`config.mk`:
```
export PLATFORM = sky130hd
export DESIGN_NAME = nvs_host
export DESIGN_NICKNAME = d
export VERILOG_FILES = /design/src/nvs_pkg.sv /design/src/nvs_sync.sv /design/src/nvs_host.sv
export SDC_FILE = /design/constraint.sdc
export NUM_CORES = 1
export LEC_CHECK = 0
export ABC_AREA = 1
export BUFFER_PORTS_ARGS = -buffer_cell sky130_fd_sc_hd__buf_4
export CAP_MARGIN = 25
export CORE_MARGIN = 2
export CORE_UTILIZATION = 40
export CTS_BUF_LIST = sky130_fd_sc_hd__clkbuf_4 sky130_fd_sc_hd__clkbuf_8 sky130_fd_sc_hd__clkbuf_16
export CTS_CLUSTER_SIZE = 24
export DETAILED_ROUTE_END_ITERATION = 8
export GPL_ROUTABILITY_DRIVEN = 1
export PLACE_DENSITY_LB_ADDON = 0.3
export SLEW_MARGIN = 20
export SYNTH_ARGS = -nofsm -noshare
export SYNTH_HDL_FRONTEND = slang
export SYNTH_HIERARCHICAL = 1
export SYNTH_SLANG_ARGS = --single-unit
```
`constraint.sdc`:
```
create_clock -name clk -period 1.35 [get_ports clk]
set_input_delay 0.135 -clock clk [delete_from_list [all_inputs] [get_ports clk]]
set_output_delay 0.135 -clock clk [all_outputs]
set_load 0.01 [all_outputs]
```
`src/nvs_pkg.sv`:
```
// Contract
// [RULE1] Device reads when select and output drive low, write strobe and busy high.
// [RULE2] Address picks one of 524,288 bytes or 262,144 words.
// [RULE3] In x16 reads, byte lane enables pick driven byte halves; the model drives both halves and inverts a disabled one.
// [RULE4] Selected read output follows address changes without control transitions.
// [RULE5] Device writes when select and write strobe low, busy high.
// [RULE6] Host holds address stable from before write start until write end.
// [RULE7] Data captured at rising edge ending the write; host holds data before it.
// [RULE8] In x16 writes only enabled byte halves change.
// [RULE9] Host keeps output drive high during the whole write.
// [RULE10] Device turns off outputs shortly after write strobe falls if drive low.
// [RULE11] Device blocks reads and writes during store or recall.
// [RULE12] Store starts from pin, software sequence or power fail; auto enabled.
// [RULE13] Power fail starts automatic store when enabled.
// [RULE14] Auto and pin stores ignored unless a write occurred since last store.
// [RULE15] Software store runs regardless of prior writes.
// [RULE16] Pulling busy pin low starts conditional store after request delay.
// [RULE17] Device drives busy pin low for the whole store.
// [RULE18] Accesses in progress when busy falls are allowed to finish; the model finishes writes only, and its read output turns off at once.
// [RULE19] Writes requested after busy falls are refused until it rises.
// [RULE20] Without prior write, device does not drive busy but blocks until released.
// [RULE21] After store, device stays disabled until busy pin seen high.
// [RULE22] Select high deselects; no access accepted while deselected.
// [RULE23] Output drive high puts data pins in high impedance.
// [RULE24] Device drives busy pin high briefly at store end; the model only releases busy_pull and leaves the pull-up to raise it.
// [RULE25] Device write-pending flag set by writes, cleared by store completion.
package nvs_pkg;
    localparam int ADDR_W = 18;
    localparam int DATA_W = 16;
    localparam int BYTE_W = 8;
    // Phase lengths in clock cycles at 20 MHz; one phase is 50 ns.
    localparam int CLK_NS      = 50;
    localparam int SETUP_NS    = 50;
    localparam int STROBE_NS   = 100;
    localparam int HOLD_NS     = 50;
    localparam int SETUP_CYC   = (SETUP_NS + CLK_NS - 1) / CLK_NS;
    localparam int STROBE_CYC  = (STROBE_NS + CLK_NS - 1) / CLK_NS;
    localparam int HOLD_CYC    = (HOLD_NS + CLK_NS - 1) / CLK_NS;
    // Two extra strobe cycles let read data pass the two-flop synchroniser.
    localparam int SYNC_CYC    = 2;
    localparam int CNT_W       = 4;
    localparam logic [CNT_W-1:0] CNT_ZERO = 4'h0;
    localparam logic [CNT_W-1:0] CNT_ONE  = 4'h1;
    typedef enum logic [2:0] {
        NVS_IDLE   = 3'b000,
        NVS_SETUP  = 3'b001,
        NVS_STROBE = 3'b010,
        NVS_HOLD   = 3'b011,
        NVS_REQ    = 3'b100,
        NVS_WAITHI = 3'b101
    } nvs_state_e;
endpackage

```
`src/nvs_sync.sv`:
```
`timescale 1ns/1ps
`default_nettype none
module nvs_sync (
    // Clock and reset.
    input  wire logic clk,
    input  wire logic rstn,
    // Asynchronous level in, synchronous level out.
    input  wire logic din,
    output logic      dout
);
    logic meta;
    logic next_meta;
    logic next_dout;

    always_comb begin
        next_meta = din;
        next_dout = meta;
    end

    // Resets high because the pin idles high on its pull-up.
    always_ff @(posedge clk or negedge rstn) begin
        if (!rstn) begin
            meta <= 1'b1;
            dout <= 1'b1;
        end else begin
            meta <= next_meta;
            dout <= next_dout;
        end
    end
endmodule
`default_nettype wire

```
`src/nvs_host.sv`:
```
`timescale 1ns/1ps
`default_nettype none
module nvs_host (
    // Clock and reset.
    input  wire logic                      clk,
    input  wire logic                      rstn,
    // User request port.
    input  wire logic                      req_valid,
    input  wire logic                      req_write,
    input  wire logic [nvs_pkg::ADDR_W-1:0] req_addr,
    input  wire logic [nvs_pkg::DATA_W-1:0] req_wdata,
    input  wire logic [1:0]                req_lanes,
    input  wire logic                      store_req,
    output logic                           req_ready,
    output logic                           rsp_valid,
    output logic [nvs_pkg::DATA_W-1:0]     rsp_rdata,
    output logic                           store_busy,
    // Memory pins.
    output logic [nvs_pkg::ADDR_W-1:0]     mem_addr,
    output logic                           chip_select_n,
    output logic                           write_strobe_n,
    output logic                           output_drive_n,
    output logic                           upper_byte_lane_n,
    output logic                           lower_byte_lane_n,
    input  wire logic [nvs_pkg::DATA_W-1:0] dq_in,
    output logic [nvs_pkg::DATA_W-1:0]     dq_out,
    output logic                           dq_oe,
    input  wire logic                      store_busy_request_n_in,
    output logic                           store_busy_request_n_out,
    output logic                           store_busy_request_n_oe
);
    // ------------------------------------------------------------
    // Pin synchronisers.
    // ------------------------------------------------------------
    logic                       busy_hi;
    logic [nvs_pkg::DATA_W-1:0] dq_s1;
    logic [nvs_pkg::DATA_W-1:0] dq_s2;
    logic [nvs_pkg::DATA_W-1:0] next_dq_s1;
    logic [nvs_pkg::DATA_W-1:0] next_dq_s2;

    nvs_sync u_busy_sync (
        .clk  (clk),
        .rstn (rstn),
        .din  (store_busy_request_n_in),
        .dout (busy_hi)
    );

    always_comb begin
        next_dq_s1 = dq_in;
        next_dq_s2 = dq_s1;
    end

    always_ff @(posedge clk or negedge rstn) begin
        if (!rstn) begin
            dq_s1 <= '0;
            dq_s2 <= '0;
        end else begin
            dq_s1 <= next_dq_s1;
            dq_s2 <= next_dq_s2;
        end
    end

    // ------------------------------------------------------------
    // Access sequencer.
    // ------------------------------------------------------------
    nvs_pkg::nvs_state_e        state;
    nvs_pkg::nvs_state_e        next_state;
    logic [nvs_pkg::CNT_W-1:0]  cnt;
    logic [nvs_pkg::CNT_W-1:0]  next_cnt;
    logic                       is_wr;
    logic                       next_is_wr;
    logic                       next_req_ready;
    logic                       next_rsp_valid;
    logic [nvs_pkg::DATA_W-1:0] next_rsp_rdata;
    logic                       next_store_busy;
    logic [nvs_pkg::ADDR_W-1:0] next_mem_addr;
    logic                       next_cs_n;
    logic                       next_we_n;
    logic                       next_oe_n;
    logic                       next_ub_n;
    logic                       next_lb_n;
    logic [nvs_pkg::DATA_W-1:0] next_dq_out;
    logic                       next_dq_oe;
    logic                       next_hreq_oe;

    function automatic logic [nvs_pkg::CNT_W-1:0] cyc(input int n);
        cyc = n[nvs_pkg::CNT_W-1:0];
    endfunction

    always_comb begin
        next_state      = state;
        next_cnt        = (cnt == nvs_pkg::CNT_ZERO) ? cnt : cnt - nvs_pkg::CNT_ONE;
        next_is_wr      = is_wr;
        next_req_ready  = 1'b0;
        next_rsp_valid  = 1'b0;
        next_rsp_rdata  = rsp_rdata;
        next_store_busy = !busy_hi || (state == nvs_pkg::NVS_REQ)
                          || (state == nvs_pkg::NVS_WAITHI);
        next_mem_addr   = mem_addr;
        next_cs_n       = chip_select_n;
        next_we_n       = write_strobe_n;
        next_oe_n       = output_drive_n;
        next_ub_n       = upper_byte_lane_n;
        next_lb_n       = lower_byte_lane_n;
        next_dq_out     = dq_out;
        next_dq_oe      = dq_oe;
        next_hreq_oe    = store_busy_request_n_oe;
        unique case (state)
            nvs_pkg::NVS_IDLE: begin
                next_cs_n  = 1'b1;
                next_we_n  = 1'b1;
                next_oe_n  = 1'b1;
                next_dq_oe = 1'b0;
                // No access starts while the device is busy storing.
                if (!busy_hi) begin // [RULE11]
                    next_state = nvs_pkg::NVS_IDLE;
                end else if (store_req) begin
                    next_hreq_oe = 1'b1; // [RULE16]
                    next_state   = nvs_pkg::NVS_REQ;
                end else if (req_valid && !req_ready) begin
                    next_req_ready = 1'b1;
                    next_mem_addr  = req_addr; // [RULE2] [RULE6]
                    next_ub_n      = !req_lanes[1]; // [RULE3] [RULE8]
                    next_lb_n      = !req_lanes[0];
                    next_is_wr     = req_write;
                    next_dq_out    = req_wdata;
                    next_cnt       = cyc(nvs_pkg::SETUP_CYC);
                    next_state     = nvs_pkg::NVS_SETUP;
                end
            end
            nvs_pkg::NVS_SETUP: begin
                // Address is settled one phase before select falls.
                if (cnt == nvs_pkg::CNT_ONE) begin
                    next_cs_n  = 1'b0; // [RULE22]
                    next_we_n  = !is_wr; // [RULE5]
                    next_oe_n  = is_wr; // [RULE1] [RULE9]
                    next_dq_oe = is_wr;
                    next_cnt   = cyc(nvs_pkg::STROBE_CYC + nvs_pkg::SYNC_CYC);
                    next_state = nvs_pkg::NVS_STROBE;
                end
            end
            nvs_pkg::NVS_STROBE: begin
                // Read data is sampled two cycles late through the synchroniser.
                if (cnt == nvs_pkg::CNT_ONE) begin
                    next_cs_n      = 1'b1; // [RULE7]
                    next_we_n      = 1'b1;
                    next_oe_n      = 1'b1; // [RULE23]
                    next_rsp_rdata = is_wr ? rsp_rdata : dq_s2; // [RULE4]
                    next_cnt       = cyc(nvs_pkg::HOLD_CYC);
                    next_state     = nvs_pkg::NVS_HOLD;
                end
            end
            nvs_pkg::NVS_HOLD: begin
                // Data and address stay put past the rising edge.
                if (cnt == nvs_pkg::CNT_ONE) begin
                    next_dq_oe     = 1'b0; // [RULE7]
                    next_rsp_valid = 1'b1;
                    next_state     = nvs_pkg::NVS_IDLE;
                end
            end
            nvs_pkg::NVS_REQ: begin
                // Pull low until the device answers or is seen low; no access meanwhile.
                if (!busy_hi) begin
                    next_hreq_oe = 1'b0; // [RULE20]
                    next_state   = nvs_pkg::NVS_WAITHI;
                end
            end
            nvs_pkg::NVS_WAITHI: begin
                // Device may hold the pin low for the store; wait for release.
                if (busy_hi) begin // [RULE17] [RULE21]
                    next_state = nvs_pkg::NVS_IDLE;
                end
            end
            default: begin
                next_state = nvs_pkg::NVS_IDLE;
            end
        endcase
    end

    always_ff @(posedge clk or negedge rstn) begin
        if (!rstn) begin
            state                   <= nvs_pkg::NVS_IDLE;
            cnt                     <= nvs_pkg::CNT_ZERO;
            is_wr                   <= 1'b0;
            req_ready               <= 1'b0;
            rsp_valid               <= 1'b0;
            rsp_rdata               <= '0;
            store_busy              <= 1'b0;
            mem_addr                <= '0;
            chip_select_n           <= 1'b1;
            write_strobe_n          <= 1'b1;
            output_drive_n          <= 1'b1;
            upper_byte_lane_n       <= 1'b1;
            lower_byte_lane_n       <= 1'b1;
            dq_out                  <= '0;
            dq_oe                   <= 1'b0;
            store_busy_request_n_oe <= 1'b0;
        end else begin
            state                   <= next_state;
            cnt                     <= next_cnt;
            is_wr                   <= next_is_wr;
            req_ready               <= next_req_ready;
            rsp_valid               <= next_rsp_valid;
            rsp_rdata               <= next_rsp_rdata;
            store_busy              <= next_store_busy;
            mem_addr                <= next_mem_addr;
            chip_select_n           <= next_cs_n;
            write_strobe_n          <= next_we_n;
            output_drive_n          <= next_oe_n;
            upper_byte_lane_n       <= next_ub_n;
            lower_byte_lane_n       <= next_lb_n;
            dq_out                  <= next_dq_out;
            dq_oe                   <= next_dq_oe;
            store_busy_request_n_oe <= next_hreq_oe;
        end
    end

    // Open drain: only ever drives low.
    always_ff @(posedge clk or negedge rstn) begin
        if (!rstn) begin
            store_busy_request_n_out <= 1'b0;
        end else begin
            store_busy_request_n_out <= 1'b0;
        end
    end
endmodule
`default_nettype wire

```
==> results.tsv <==
metric	value	unit
DP HPWL	5.85	mm
Post-Syn Area	0.00377	sq mm
Period minus WS final	1.31	ns
Synth Register Bits	102	
max-cap violations	0	
drt wl/cell	13.4	um
final setup margin	0.0364	ns
Clk Latency, worst-skew pair	0.36	ns
Mapped Nets	428	
Post-synth top flop	dfrtp_1	
number of synthesized flops with an enable pin	0	
CTS tree	built	
routed wire length	9.05	mm
Starting Density	41.0	%
largest net degree at the start of global routing	53	
# clock sinks	102	
Core Area	0.00920	sq mm
antenna violations before repair	0	
total power	10.5	mW
Hold Crit Class	in -> reg	
Finished Cell Area	0.00573	sq mm
Peak VDD IR	0.914	mV
wire length of the first global-routing pass	14.5	mm
DIE HEIGHT	101	um
r2r startpoint	state[2]	
crit end category	register	
Post-Place Cells	599	
layout cells sized above 1	32.7	%
Worst setup SP type	register	
Via density	4.64	
CTS max path bufs	2	
Area after DPL	0.00485	sq mm
Critical Path Max Stage Delay	0.42	ns
GRT overflow	0	
Synth area leader	dfrtp_1	
vias in the first global route	3161	
status	finished clean	
clk root buf	clkbuf_8	
H-tree depth	3	
slowest CP cell	dfrtp_1	
RSZ-0062 raised after global routing	true	
post-place setup slack	-0.0719	ns
Worst Hold Launch	store_req	
diode count	0	
Synth Area per Inst	10.2	sq um
overall routing resource usage	18.0	%
critical path launch point	state[2]	
CTS Buf Count	9	
Die Wd	101	um
worst path bufs/invs	1	
Synth async-reset ratio	100	%
Yosys top cell area share	63.1	%
kind of critical path	reg -> reg	
Final period util	97.3	%
Worst Path Arrival	1.56	ns
Port Buffers	117	
die area	0.0102	sq mm
CP required	1.60	ns
DRC	0	
WHS Path Cells	3	
synth top area cells	dfrtp_1 63%, nand2_1 17%, dfstp_2 4.9%	
post-synthesis sequential area ratio	67.9	%
fin cells	674	
Post-synth top cells	168 x nand2_1, 95 x dfrtp_1, 24 x nand3_1, 13 x o21ai_0, 10 x nor2_1	
I/O pins	119	
cell family with most CP delay	simple AND/OR/NAND/NOR gates	
power per cell area	1830	mW/mm^2
Slew Viols, Final	0	
Post-DRT Antenna Nets	0	
Worst-path clk slew	0.10	ns
critical path depth	7	
Final Setup Violations	0	
row cnt	35	
Leak	3.01	nW
routability cong.	0.787	
Yosys warnings	6	
vias	3126	
skew final	0.0140	ns
synth unique cells	27	
crit-path cells	nor2_2 > nand2_2 > nor2_4 > nand2_4 > buf_12 > nand2_1 > nand2_2	
NumNets Final	618	
Initial DRT Pass Iterations	4	
Most common cell on crit path	nand2_2	
most common cell in the netlist	nand2_1	
Max Freq	0.761	GHz
Mapped Cells	368	
Area Overhead vs Synth	52.0	%
setup TNS	0	ns
reg2reg path depth	7	
initial DRC count	83	
Final Hold Vio Count	0	
CP Max Fanout	21	
power breakdown:
group	internal, mW	switching, mW
Combinational	1.96	2.14
Sequential	3.98	0.600
Clock	0.727	1.09
layout make-up:
type | instances | area, sq um
Fill cell | 749 | 3470
Sequential cell | 102 | 2560
Timing Repair Buffer | 191 | 1630
Multi-Input combinational cell | 240 | 1130
Tap cell | 111 | 139
Clock buffer | 10 | 131
Inverter | 14 | 77.6
Clock inverter | 6 | 58.8
cell usage in the layout (no fill, tap or decap), types with 6 or more instances in the layout:
master         instances
buf_4                130
clkbuf_8               9
dfrtp_1               94
dfstp_2                7
dlygate4sd3_1         55
inv_1                  8
nand2_1              165
nand3_1               23
nor2_1                 6
o21ai_0               11
routing by layer:
| metal | share of wire, % | up-vias | track usage [%] | wire length [um] |
|---|---|---|---|---|
| met4 | 2.1 | 0 | 6.55 | 192 |
| met3 | 4.1 | 17 | 3.54 | 371 |
| li1 | - | 1528 | - | - |
| met2 | 51 | 96 | 30.1 | 4600 |
| met5 | 0 | - | 0 | 0 |
| met1 | 43 | 1485 | 23.2 | 3890 |
worst paths after layout:
kind	endpoint	slack, ns
min	store_busy_request_n_oe	0.05
min reg2reg	dq_s2[5]	0.36
max in group asynchronous	output_drive_n	0.73
max reg2reg	dq_out[14]	0.04
max	dq_out[14]	0.04
min in group asynchronous	dq_out[15]	0.30
kinds of logic after synthesis:
group | Yosys count | share of synthesized area, %
simple gates | 214 | 23.8
flops | 102 | 67.9
other cells | 1 | 0.0995
compound gates | 21 | 2.85
fa+ha+maj | 2 | 0.664
buf+inv | 27 | 4.41
xor+xnor | 1 | 0.232
sequential cells by signal (all words and copies together), names as in the netlist:
signal                   cells
write_strobe_n               1
u_busy_sync/meta             1
lower_byte_lane_n            1
dq_s1                       16
dq_out                      16
store_busy                   1
upper_byte_lane_n            1
req_ready                    1
dq_s2                       16
chip_select_n                1
dq_oe                        1
mem_addr                    18
output_drive_n               1
cnt                          4
state                        3
is_wr                        1
store_busy_request_n_oe      1
u_busy_sync/dout             1
rsp_rdata                   16
rsp_valid                    1
stage by stage:
step / hold WS (ns) / util (%)
after detailed placement: 0.158 / 52.7
after CTS: 0.0317 / 61.2
after global routing: 0.0711 / 62.3
after global placement: 0.152 / 52.7
after floorplan: -0.161 / -
final: 0.0521 / 62.3
worst register-to-register path, cell delays in order (launching register included):
cell,delay (ns)
dfrtp_1,0.42
nor2_2,0.13
nand2_2,0.09
nor2_4,0.13
nand2_4,0.12
buf_12,0.18
nand2_1,0.08
nand2_2,0.06
timing repair:
item,CTS,global route
hold buffers,55,0
endpoints found under the setup margin,46,61
resized for setup,7,23
buffers inserted,1,2
gates cloned,0,1
endpoints found under the hold margin,149,0
pin swaps,1,4
No activity file was read; power rests on OpenSTA's default activity.
